--- src/design/amdc_dummy_unused.sv ---
`timescale 1ns/1ps

--- src/design/amdc_pkg.sv ---
package amdc_pkg;
   // register bus geometry
   localparam int ADDR_W = 8;
   localparam int REG_W  = 8;

   // register offsets
   localparam logic [7:0] AUTO_MUTE_CONTROL_ADDR           = 8'h41;
   localparam logic [7:0] PRIMARY_DITHER_GAINS_ADDR        = 8'h43;
   localparam logic [7:0] LEFT_PRIMARY_DC_DITHER_HIGH_ADDR = 8'h44;
   localparam logic [7:0] LEFT_PRIMARY_DC_DITHER_LOW_ADDR  = 8'h45;
   localparam logic [7:0] RIGHT_PRIMARY_DC_DITHER_PART_ADDR = 8'h46;

   // reset values
   localparam logic [7:0] AUTO_MUTE_CONTROL_RST           = 8'h07;
   localparam logic [7:0] PRIMARY_DITHER_GAINS_RST        = 8'h00;
   localparam logic [7:0] LEFT_PRIMARY_DC_DITHER_HIGH_RST = 8'h00;
   localparam logic [7:0] LEFT_PRIMARY_DC_DITHER_LOW_RST  = 8'h00;
   localparam logic [7:0] RIGHT_PRIMARY_DC_DITHER_PART_RST = 8'h00;
   localparam logic [7:0] UNMAPPED_READ_VALUE             = 8'h00;

   // auto mute control bit positions
   localparam int AUTO_MUTE_LINK_BIT        = 2;
   localparam int AUTO_MUTE_BIT1_ENABLE_BIT = 1;
   localparam int AUTO_MUTE_BIT0_ENABLE_BIT = 0;

   // dither gain field positions (low bit of each 2-bit field)
   localparam int GAIN_FIELD_W                    = 2;
   localparam int LEFT_PRIMARY_AC_DITHER_GAIN_LSB = 6;
   localparam int RIGHT_PRIMARY_AC_DITHER_GAIN_LSB = 4;
   localparam int LEFT_PRIMARY_DEM_DITHER_GAIN_LSB = 2;
   localparam int RIGHT_PRIMARY_DEM_DITHER_GAIN_LSB = 0;

   // gain codes
   localparam logic [1:0] AC_GAIN_0P125_CODE = 2'h0;
   localparam logic [1:0] AC_GAIN_0P25_CODE  = 2'h1;
   localparam logic [1:0] DEM_GAIN_0P5_CODE  = 2'h0;
   localparam logic [1:0] DEM_GAIN_1P0_CODE  = 2'h1;

   // dc dither, q0.11, 1.0 = 1/32 of modulator full scale
   localparam int DC_DITHER_W      = 11;
   localparam int DC_DITHER_HIGH_W = 3;
   localparam int DC_DITHER_LOW_W  = 8;
   localparam logic [10:0] DC_DITHER_NONE = 11'h000;
endpackage

--- src/design/amdc_config.sv ---
`timescale 1ns/1ps
//Function
// - With the link bit clear, each channel auto mutes on its own detection.
// - With the link bit set, neither channel mutes until both qualify, then both mute together.
// - Bit 1 is the auto mute enable of the right channel, 0 off and 1 on.
// - With right auto mute off and the link bit set, the left channel never auto mutes.
// - Bit 0 is the auto mute enable of the left channel, 0 off and 1 on.
// - With left auto mute off and the link bit set, the right channel never auto mutes.
// - Auto mute is triggered by zero samples lasting the separately configured length.
// - Left primary ac dither gain in bits 7-6 selects 0.125 for 00 and 0.25 for 01.
// - Right primary ac dither gain in bits 5-4 selects 0.125 for 00 and 0.25 for 01.
// - Left primary dem dither gain in bits 3-2 selects 0.5 for 00 and 1.0 for 01.
// - Right primary dem dither gain in bits 1-0 selects 0.5 for 00 and 1.0 for 01.
// - The left dc dither value is added to the lower part of the left modulator.
// - The right dc dither value is added to the lower part of the right modulator.
// - A zero dc dither code adds nothing and each lsb is one step of the lower part.
module amdc_config
#(
   parameter int MOD_W = 16
)
(
   input  wire logic                                 i_ref_clk,
   input  wire logic                                 i_nrst,
   input  wire logic [amdc_pkg::ADDR_W-1:0]          i_reg_addr,
   input  wire logic                                 i_reg_wr,
   input  wire logic                                 i_reg_rd,
   input  wire logic [amdc_pkg::REG_W-1:0]           i_reg_wdata,
   output logic      [amdc_pkg::REG_W-1:0]           o_reg_rdata,
   input  wire logic                                 i_left_zero_qualified,
   input  wire logic                                 i_right_zero_qualified,
   output logic                                      o_left_auto_mute,
   output logic                                      o_right_auto_mute,
   output logic      [amdc_pkg::GAIN_FIELD_W-1:0]    o_left_primary_ac_dither_gain,
   output logic      [amdc_pkg::GAIN_FIELD_W-1:0]    o_right_primary_ac_dither_gain,
   output logic      [amdc_pkg::GAIN_FIELD_W-1:0]    o_left_primary_dem_dither_gain,
   output logic      [amdc_pkg::GAIN_FIELD_W-1:0]    o_right_primary_dem_dither_gain,
   input  wire logic [amdc_pkg::DC_DITHER_HIGH_W-1:0] i_right_dc_dither_high,
   output logic      [amdc_pkg::DC_DITHER_W-1:0]     o_left_primary_dc_dither,
   output logic      [amdc_pkg::DC_DITHER_W-1:0]     o_right_primary_dc_dither,
   input  wire logic [MOD_W-1:0]                     i_left_mod_lower,
   input  wire logic [MOD_W-1:0]                     i_right_mod_lower,
   output logic      [MOD_W-1:0]                     o_left_mod_lower_dithered,
   output logic      [MOD_W-1:0]                     o_right_mod_lower_dithered
);
   import amdc_pkg::*;

   logic [REG_W-1:0]       auto_mute_control;
   logic [REG_W-1:0]       primary_dither_gains;
   logic [REG_W-1:0]       left_primary_dc_dither_high;
   logic [REG_W-1:0]       left_primary_dc_dither_low;
   logic [REG_W-1:0]       right_primary_dc_dither_part;
   logic                   auto_mute_link;
   logic                   auto_mute_bit1_enable;
   logic                   auto_mute_bit0_enable;
   logic                   left_qualifies;
   logic                   right_qualifies;
   logic                   next_left_auto_mute;
   logic                   next_right_auto_mute;
   logic [DC_DITHER_W-1:0] left_primary_dc_dither;
   logic [DC_DITHER_W-1:0] right_primary_dc_dither;
   logic [REG_W-1:0]       next_rdata;

   // register writes, reserved bits kept as written
   always_ff @(posedge i_ref_clk or negedge i_nrst)
   begin
      if (!i_nrst)
      begin
         auto_mute_control            <= AUTO_MUTE_CONTROL_RST;
         primary_dither_gains         <= PRIMARY_DITHER_GAINS_RST;
         left_primary_dc_dither_high  <= LEFT_PRIMARY_DC_DITHER_HIGH_RST;
         left_primary_dc_dither_low   <= LEFT_PRIMARY_DC_DITHER_LOW_RST;
         right_primary_dc_dither_part <= RIGHT_PRIMARY_DC_DITHER_PART_RST;
      end
      else if (i_reg_wr)
      begin
         if (i_reg_addr == AUTO_MUTE_CONTROL_ADDR)
         begin
            auto_mute_control <= i_reg_wdata;
         end
         else if (i_reg_addr == PRIMARY_DITHER_GAINS_ADDR)
         begin
            primary_dither_gains <= i_reg_wdata;
         end
         else if (i_reg_addr == LEFT_PRIMARY_DC_DITHER_HIGH_ADDR)
         begin
            left_primary_dc_dither_high <= i_reg_wdata;
         end
         else if (i_reg_addr == LEFT_PRIMARY_DC_DITHER_LOW_ADDR)
         begin
            left_primary_dc_dither_low <= i_reg_wdata;
         end
         else if (i_reg_addr == RIGHT_PRIMARY_DC_DITHER_PART_ADDR)
         begin
            right_primary_dc_dither_part <= i_reg_wdata;
         end
      end
   end

   // read decode, unmapped offsets read zero
   always_comb
   begin
      next_rdata = UNMAPPED_READ_VALUE;
      if (i_reg_addr == AUTO_MUTE_CONTROL_ADDR)
      begin
         next_rdata = auto_mute_control;
      end
      else if (i_reg_addr == PRIMARY_DITHER_GAINS_ADDR)
      begin
         next_rdata = primary_dither_gains;
      end
      else if (i_reg_addr == LEFT_PRIMARY_DC_DITHER_HIGH_ADDR)
      begin
         next_rdata = left_primary_dc_dither_high;
      end
      else if (i_reg_addr == LEFT_PRIMARY_DC_DITHER_LOW_ADDR)
      begin
         next_rdata = left_primary_dc_dither_low;
      end
      else if (i_reg_addr == RIGHT_PRIMARY_DC_DITHER_PART_ADDR)
      begin
         next_rdata = right_primary_dc_dither_part;
      end
   end

   // read data register, held until the next read
   always_ff @(posedge i_ref_clk or negedge i_nrst)
   begin
      if (!i_nrst)
      begin
         o_reg_rdata <= UNMAPPED_READ_VALUE;
      end
      else if (i_reg_rd)
      begin
         o_reg_rdata <= next_rdata;
      end
   end

   // auto mute control fields
   assign auto_mute_link        = auto_mute_control[AUTO_MUTE_LINK_BIT];
   assign auto_mute_bit1_enable = auto_mute_control[AUTO_MUTE_BIT1_ENABLE_BIT];
   assign auto_mute_bit0_enable = auto_mute_control[AUTO_MUTE_BIT0_ENABLE_BIT];

   // per-channel qualification from the zero detector
   assign left_qualifies  = auto_mute_bit0_enable & i_left_zero_qualified;
   assign right_qualifies = auto_mute_bit1_enable & i_right_zero_qualified;

   // independent or linked mute decision
   always_comb
   begin
      if (auto_mute_link)
      begin
         next_left_auto_mute  = left_qualifies & right_qualifies;
         next_right_auto_mute = left_qualifies & right_qualifies;
      end
      else
      begin
         next_left_auto_mute  = left_qualifies;
         next_right_auto_mute = right_qualifies;
      end
   end

   // mute outputs
   always_ff @(posedge i_ref_clk or negedge i_nrst)
   begin
      if (!i_nrst)
      begin
         o_left_auto_mute  <= 1'b0;
         o_right_auto_mute <= 1'b0;
      end
      else
      begin
         o_left_auto_mute  <= next_left_auto_mute;
         o_right_auto_mute <= next_right_auto_mute;
      end
   end

   // gain field outputs
   always_ff @(posedge i_ref_clk or negedge i_nrst)
   begin
      if (!i_nrst)
      begin
         o_left_primary_ac_dither_gain   <= AC_GAIN_0P125_CODE;
         o_right_primary_ac_dither_gain  <= AC_GAIN_0P125_CODE;
         o_left_primary_dem_dither_gain  <= DEM_GAIN_0P5_CODE;
         o_right_primary_dem_dither_gain <= DEM_GAIN_0P5_CODE;
      end
      else
      begin
         o_left_primary_ac_dither_gain <=
            primary_dither_gains[LEFT_PRIMARY_AC_DITHER_GAIN_LSB +: GAIN_FIELD_W];
         o_right_primary_ac_dither_gain <=
            primary_dither_gains[RIGHT_PRIMARY_AC_DITHER_GAIN_LSB +: GAIN_FIELD_W];
         o_left_primary_dem_dither_gain <=
            primary_dither_gains[LEFT_PRIMARY_DEM_DITHER_GAIN_LSB +: GAIN_FIELD_W];
         o_right_primary_dem_dither_gain <=
            primary_dither_gains[RIGHT_PRIMARY_DEM_DITHER_GAIN_LSB +: GAIN_FIELD_W];
      end
   end

   // assemble the 11-bit dc dither words
   assign left_primary_dc_dither  = {left_primary_dc_dither_high[DC_DITHER_HIGH_W-1:0],
                                     left_primary_dc_dither_low};
   assign right_primary_dc_dither = {i_right_dc_dither_high,
                                     right_primary_dc_dither_part};

   // dc dither add into the modulator lower part, wraps at MOD_W
   always_ff @(posedge i_ref_clk or negedge i_nrst)
   begin
      if (!i_nrst)
      begin
         o_left_primary_dc_dither   <= DC_DITHER_NONE;
         o_right_primary_dc_dither  <= DC_DITHER_NONE;
         o_left_mod_lower_dithered  <= '0;
         o_right_mod_lower_dithered <= '0;
      end
      else
      begin
         o_left_primary_dc_dither   <= left_primary_dc_dither;
         o_right_primary_dc_dither  <= right_primary_dc_dither;
         o_left_mod_lower_dithered  <=
            MOD_W'(i_left_mod_lower + MOD_W'(left_primary_dc_dither));
         o_right_mod_lower_dithered <=
            MOD_W'(i_right_mod_lower + MOD_W'(right_primary_dc_dither));
      end
   end
endmodule // amdc_config

--- config.mk ---
export PLATFORM = sky130hd
export DESIGN_NAME = amdc_config
export DESIGN_NICKNAME = d
export VERILOG_FILES = /design/src/design/amdc_dummy_unused.sv /design/src/design/amdc_pkg.sv /design/src/design/amdc_config.sv
export SDC_FILE = /design/constraint.sdc
export NUM_CORES = 1
export LEC_CHECK = 0
export BUFFER_PORTS_ARGS = -buffer_cell sky130_fd_sc_hd__buf_2
export CORE_MARGIN = 1.5
export CORE_UTILIZATION = 57
export DETAILED_ROUTE_END_ITERATION = 16
export HOLD_SLACK_MARGIN = 0.03
export PLACE_DENSITY_LB_ADDON = 0.2
export SLEW_MARGIN = 20
export SYNTH_ARGS = -nofsm -noshare
export SYNTH_HDL_FRONTEND = slang
export SYNTH_SLANG_ARGS = --single-unit
--- constraint.sdc ---
create_clock -name i_ref_clk -period 5.45 [get_ports i_ref_clk]
set_clock_uncertainty 0.2 [all_clocks]
set_input_delay 0 -clock i_ref_clk [delete_from_list [all_inputs] [get_ports i_ref_clk]]
set_output_delay 0 -clock i_ref_clk [all_outputs]
set_load 0.005 [all_outputs]
==> results of run 1 <==
## cells in the mapped netlist, types with 2 or more instances
library cell and n:
and3_1 2, clkbuf_1 3, o22ai_1 8, fa_1 2, o211a_1 2, buf_2 2, dfrtp_1 109, nand4_1 8
a22oi_1 7, nand2_2 3, o21ai_0 18, nand3_1 6, nor2_1 7, inv_1 13, dfstp_2 3, nor2b_1 2
a21o_1 5, nor3_1 4, o211ai_1 2, mux2_2 39, mux2i_1 8, ha_1 22, nand2_1 27, nand4_2 2
xnor2_1 10, a21oi_1 25, a31oi_1 3, mux2_4 8, xor2_1 17
## stage by stage
| stage | hold slack, ns | total power [mW] | area (sq um) |
|---|---|---|---|
| detailed placement | -0.1646 | 1.143 | 5710 |
| finish | 0.05542 | 1.690 | 6634 |
| CTS | 0.03637 | 1.694 | 6634 |
| global placement | -0.1748 | 1.136 | 5710 |
| global route | 0.07820 | 1.772 | 6634 |
| floorplan | -0.4956 | 1.031 | 4965 |
## layout make-up
class                   count  area [sq um]
multi-input cells         255          2073
clock buffers              10         137.6
flip-flops and latches    112          2806
repair buffers            199          1369
inverters                  13         48.80
well taps                 105         131.4
fillers                   512          1707
clock inverters             6         67.56
## final timing paths
path                       depth (start not counted)                          start                           endpoint
setup / recovery                                   7  left_primary_dc_dither_low[6]      o_left_mod_lower_dithered[15]
hold / removal                                     4           i_right_mod_lower[6]      o_right_mod_lower_dithered[6]
max in group asynchronous                          4                         i_nrst       o_left_mod_lower_dithered[5]
setup reg to reg                                   7  left_primary_dc_dither_low[6]      o_left_mod_lower_dithered[15]
min in group asynchronous                          4                         i_nrst     o_right_mod_lower_dithered[10]
hold reg to reg                                    0        primary_dither_gains[2]  o_left_primary_dem_dither_gain[0]
## registers in the layout (all words and copies together) (netlist names)
signal and cells:
o_right_auto_mute 1, o_right_primary_dc_dither 11, right_primary_dc_dither_part 8, o_left_primary_ac_dither_gain 2, o_right_primary_ac_dither_gain 2, left_primary_dc_dither_low 8
left_primary_dc_dither_high 8, o_left_mod_lower_dithered 16, o_right_primary_dem_dither_gain 2, o_reg_rdata 8, auto_mute_control 8, o_left_primary_dc_dither 11
primary_dither_gains 8, o_right_mod_lower_dithered 16, o_left_auto_mute 1, o_left_primary_dem_dither_gain 2
## routing by layer
metal	part of all wire [%]	track usage (%)
met1	43	35.04
met3	5.4	4.423
met5	0	0
met4	2.2	10.27
met2	49	47.54
## cells by family (layout without fill, tap and decap cells)
kind of cell               after synthesis  in the layout  synth area share [%]
DFF                                    112            112                 56.53
AOI/OAI and AO/OA                       77             77                 9.476
and+or+nand+nor                         72             72                 8.292
muxes                                   55             55                 12.88
xor gates and xnor gates                27             27                 4.763
adders and majority gates               24             24                 6.351
buffers and inverters                   20            228                 1.714
## where the power goes
part           switching [mW]  internal [mW]
logic                   0.131          0.141
clock network           0.283          0.227
registers              0.0244          0.883
## worst max-delay path, delay by kind of cell, from the launching register on
kind | cells | cell delay, ns
AOI/OAI and AO/OA | 3 | 1.12
xor gates and xnor gates | 1 | 0.17
adders and majority gates | 1 | 0.36
buffers and inverters | 1 | 0.56
DFF | 1 | 0.43
and+or+nand+nor | 1 | 0.07
==> out/qor.yml, run 1 <==
run_status: "completed"
cp-end-kind: "register"
period_share_pct: 55.11
crit_fanout: 5
numCtsBuffers: 9
antenna_found_initial: 0
clk_latency_ns: 0.37
synth.avg_cell_area_sq_um: 12.83
die_y_um: 96.33
cts_root_buffer: "clkbuf_8"
drive_gt1_share_pct: 34.79
hold_class: "in2reg"
p_leak_nw: 3.413
die_width_um: 96.33
dpl.hpwl_um: 7826
row_count: 33
syn-num-nets: 468
async_reset_ff_share_pct: 100.0
die_area_sq_mm: 0.009279
nets: 671
core-area_sq_mm: 0.008341
grt_usage_pct: 27.58
seq_area_frac_synth_pct: 56.53
h-tree-depth: 3
crit_arrival_ns: 3.06
synth_enable_flop_cells: 0
cts_setup_buffers: 0
ant_nets: 0
io_buffers: 128
first_iter_violations: 149
grt_pass1_vias: 3899
fin_setup_tns_ns: 0
preCtsSetupSlack_ns: 3.031
cts_hold_buf: 70
maxClockFrequency_ghz: 0.3329
ys_top_cells_by_area: "dfrtp_1 (55%), mux2_2 (8.8%), ha_1 (5.5%)"
syn_inst: 387
synth_seq_cells: 112
tightest_slew_ns: 0.8161
yosysUniqueCellTypes: 49
ir_drop_mv: 0.1269
final_common_cell: "buf_2"
min_period_ns: 3.004
post-route-drc-count: 0
clock_sinks: 112
crit_chain: "ha_1 -> a21oi_1 -> nor2_1 -> o41ai_1 -> a21oi_1 -> xor2_1 -> dlygate4sd3_1"
io_pins: 129
grt_pass1_wl_um: 18910
yosysWarnings: 0
synth_top_area_share_pct: 54.94
num_antenna_cells: 0
cts_tree: "built"
routedWlPerCell_um: 17.20
crit_type: "reg2reg"
vias_per_cell: 5.439
rsz0062_at_grt: "no"
cp_slowest_cell: "o41ai_1"
cp_slowest_stage_delay_ns: 0.69
drt_pass1_iterations: 6
yosysTopAreaCell: "dfrtp_1"
post-place-cells: 614
clkSlewWorstSetupHoldPaths_ns: 0.11
place.gp.congestion: 0.8616
crit_path_start_kind: "register"
cts_resized: 0
grt_max_degree: 68
path_common_cell: "a21oi_1"
r2r_slack_ns: 2.45
instances_no_fill: 700
max_cap_viol_count: 0
most-common-layout-cells: "buf_2 (127), dfrtp_1 (109), dlygate4sd3_1 (69)"
maxSlewHeadroom_pct: 45.59
hold_violations: 0
setup_ws_ns: 2.446
cp_data_required_time_ns: 5.51
vias: 3807
clk_path_buf_depth: 2
syn_area_sq_mm: 0.004965
grt_overflow: 0
powerDensity_mw_per_mm2: 254.7
fin_util_pct: 79.54
ys.flop_type: "dfrtp_1"
syn2layout_area_growth_pct: 33.62
wl_um: 12040
initial_utilization_pct: 59.53
setup_violations: 0
slew_viol_final: 0
Note: power is estimated with default switching activity, not from simulation.
==> run 2, diff against run 1 <==
--- a/config.mk
+++ b/config.mk
@@ -5,9 +5,10 @@
 export SDC_FILE = /design/constraint.sdc
 export NUM_CORES = 1
 export LEC_CHECK = 0
+export ABC_AREA = 1
 export BUFFER_PORTS_ARGS = -buffer_cell sky130_fd_sc_hd__buf_2
 export CORE_MARGIN = 1.5
-export CORE_UTILIZATION = 57
+export CORE_UTILIZATION = 54
 export DETAILED_ROUTE_END_ITERATION = 16
 export HOLD_SLACK_MARGIN = 0.03
 export PLACE_DENSITY_LB_ADDON = 0.2
==> constraint.sdc (replaced) <==
create_clock -name i_ref_clk -period 3 [get_ports i_ref_clk]
set_clock_uncertainty 0.2 [all_clocks]
set_input_delay 0 -clock i_ref_clk [delete_from_list [all_inputs] [get_ports i_ref_clk]]
set_output_delay 0 -clock i_ref_clk [all_outputs]
set_load 0.005 [all_outputs]
==> out/qor.yml, run 2 <==
synth_compound_area_share_pct: 6.191
maxSlewHeadroom_pct: 60.98
clk_latency_ns: 0.37
rr_worst_depth: 10
numCtsBuffers: 9
initial_utilization_pct: 56.34
setup_violations: 0
synth_top_area_share_pct: 49.08
regArea_sq_mm: 0.002810
ant_nets: 0
clock_sinks: 112
grt_usage_pct: 28.17
num_antenna_cells: 0
h-tree-depth: 3
regToRegEndpoint: "o_right_mod_lower_dithered[14]"
die_area_sq_mm: 0.01091
switching_share_pct: 28.95
syn-num-nets: 722
crit_end: "o_right_mod_lower_dithered[14]"
drive_gt1_share_pct: 24.66
ys.flop_type: "dfrtp_1"
p_sw_mw: 0.8977
hold_class: "in2async"
r2r_slack_ns: 0.07
cts_tree: "built"
yosysMostFrequentCell: "nand2_1"
synth_xor_area_share_pct: 2.521
crit_arrival_ns: 2.99
preCtsSetupSlack_ns: 1.077
wl_um: 15550
post-place-cells: 896
slew_viol_final: 0
crit_fanout: 4
synth_top_family_by_area: "simple AND/OR/NAND/NOR gates"
core-area_sq_mm: 0.009864
async_reset_ff_share_pct: 100.0
synth_fa_ha_area_share_pct: 5.673
final_common_cell: "nand2_1"
io_buffers: 128
multi_input_area_sq_mm: 0.002653
ys_top_cells_by_area: "dfrtp_1 (49%), nand2_1 (14%), nand3_1 (7.0%)"
syn2layout_area_growth_pct: 38.23
synthSimpleGateAreaFrac_pct: 29.81
grt_pass1_vias: 5126
period_share_pct: 97.55
clk_path_buf_depth: 2
yosysTopAreaCell: "dfrtp_1"
io_pins: 129
netlist_top_cells_count: "nand2_1 (206), dfrtp_1 (109), nand3_1 (78)"
crit_path_start_kind: "register"
p_leak_nw: 4.172
setup_ws_ns: 0.07347
reg_top3: "o_left_mod_lower_dithered (16), o_right_mod_lower_dithered (16)"
first_iter_violations: 299
intPower_mw: 2.203
die_y_um: 104.5
cts_root_buffer: "clkbuf_8"
cp-end-kind: "register"
drt_pass1_iterations: 5
hold_violations: 0
powerDensity_mw_per_mm2: 403.6
cp.buffers_inverters: 2
cp_slowest_cell: "dlygate4sd3_1"
yosysWarnings: 0
timing.rr.start: "right_primary_dc_dither_part[0]"
grt_max_degree: 113
cp_slowest_stage_delay_ns: 0.56
ir_drop_mv: 0.2835
startpoint: "right_primary_dc_dither_part[0]"
dpl.hpwl_um: 9890
antenna_found_initial: 0
crit_type: "reg2reg"
clkSlewWorstSetupHoldPaths_ns: 0.10
syn_area_sq_mm: 0.005558
crit_chain: "ha_2 -> fa_2 -> nand2_1 -> nand3_1 -> nand3_2 -> nand2_1 -> nand2_1 -> dlygate4sd3_1 -> nand2_1 -> dlygate4sd3_1"
nets: 956
tightest_slew_ns: 0.5852
grt_overflow: 0
yosysUniqueCellTypes: 28
die_width_um: 104.5
path_depth: 10
instances_no_fill: 1013
place.gp.congestion: 0.8998
fillers: 683
maxClockFrequency_ghz: 0.3417
fin_setup_tns_ns: 0
row_count: 36
synth_seq_cells: 112
clock_power_share_pct: 27.6
post-route-drc-count: 0
seq_area_frac_synth_pct: 50.50
path_common_cell: "nand2_1"
routedWlPerCell_um: 15.35
vias_per_cell: 5.247
syn_inst: 641
power_frac_seq_pct: 53.5
run_status: "completed"
synth_enable_flop_cells: 0
most-common-layout-cells: "nand2_1 (204), buf_2 (127), dfrtp_1 (106)"
grt_pass1_wl_um: 24170
max_cap_viol_count: 0
critical_path.top_delay_family: "buffers and inverters"
synth.avg_cell_area_sq_um: 8.671
min_period_ns: 2.927
combPwrFrac_pct: 19.0
vias: 5315
cp_data_required_time_ns: 3.06
synth_mux_area_share_pct: 0
[run 2: cell count changes in the layout (fill, tap and decap cells not counted), sizes merged, moves of 5 or more]
cell,change
dlygate4sd3,+24
inv,+45
a22oi,-5
o21ai,+24
nand3,+72
mux2i,-8
a21oi,-8
nand2,+186
mux2,-47
nor2,+46
xnor2,-10
o22ai,-8
buf,+9
[run 2: worst min path at each step]
stage / start / endpoint / slack, ns / cells past startpoint
2_1_floorplan: i_nrst / auto_mute_control[3] / -0.50 / 0
3_3_place_gp: i_nrst / o_right_primary_dc_dither[10] / -0.08 / 2
3_5_place_dp: i_nrst / o_right_primary_dc_dither[10] / -0.07 / 2
4_1_cts: i_nrst / o_right_primary_dc_dither[10] / 0.07 / 3
5_1_grt: i_nrst / o_right_primary_dc_dither[10] / 0.1 / 3
6_report: i_nrst / o_right_primary_dc_dither[10] / 0.03 / 3
[run 2: cell type report]
class	count	share of cell area (%)
timing repair buffer	232	21.73
clock buffer	10	1.661
clock inverter	6	0.6515
multi-input combinational	465	34.53
sequential	112	36.58
tap	133	2.166
inverter	55	2.687
[run 2: through the flow]
| step | cell area, sq um | hold WS [ns] | utilization, % | total power, mW |
|---|---|---|---|---|
| global placement | 6314 | -0.08289 | 64.00 | 2.117 |
| floorplan | 5558 | -0.4956 | - | 1.908 |
| detailed placement | 6314 | -0.07368 | 64.00 | 2.127 |
| CTS | 7432 | 0.06588 | 75.34 | 3.056 |
| global route | 7682 | 0.09806 | 77.88 | 3.249 |
| finish | 7682 | 0.02716 | 77.88 | 3.101 |
[run 2: cells by family (layout without fill, tap and decap cells)]
family / count (synthesis) / count (layout)
simple gates: 360 / 360
flops: 112 / 112
compound gates: 65 / 65
buf+inv: 64 / 303
fa+ha+maj: 24 / 24
xor+xnor: 16 / 16
[run 2: routing by layer]
layer  track usage (%)  wire length, um  vias to the layer above
met4             12.50              544                        0
met5                 0                0                        -
met3             4.261              925                       49
li1                  -                -                     2541
met2             46.29             7650                      227
met1             36.99             6424                     2498
[run 2: tightest hold or removal path: cells and delay by family]
| kind | cells | cell delay, ns |
|---|---|---|
| buffers and inverters | 3 | 1.06 |
[run 2: what timing repair did]
action | CTS | global route
buffers inserted | 0 | 8
resized for setup | 0 | 34
hold endpoints to repair | 197 | 0
hold buffers | 94 | 0
setup endpoints to repair | 0 | 9
[run 2: power by group through the flow]
stage	clock network (mW)	registers, mW	logic [mW]
6_report	0.855	1.66	0.588
3_3_place_gp	0	1.68	0.435
5_1_grt	0.931	1.67	0.648
2_1_floorplan	0	1.69	0.220
3_5_place_dp	0	1.68	0.442
4_1_cts	0.862	1.66	0.538
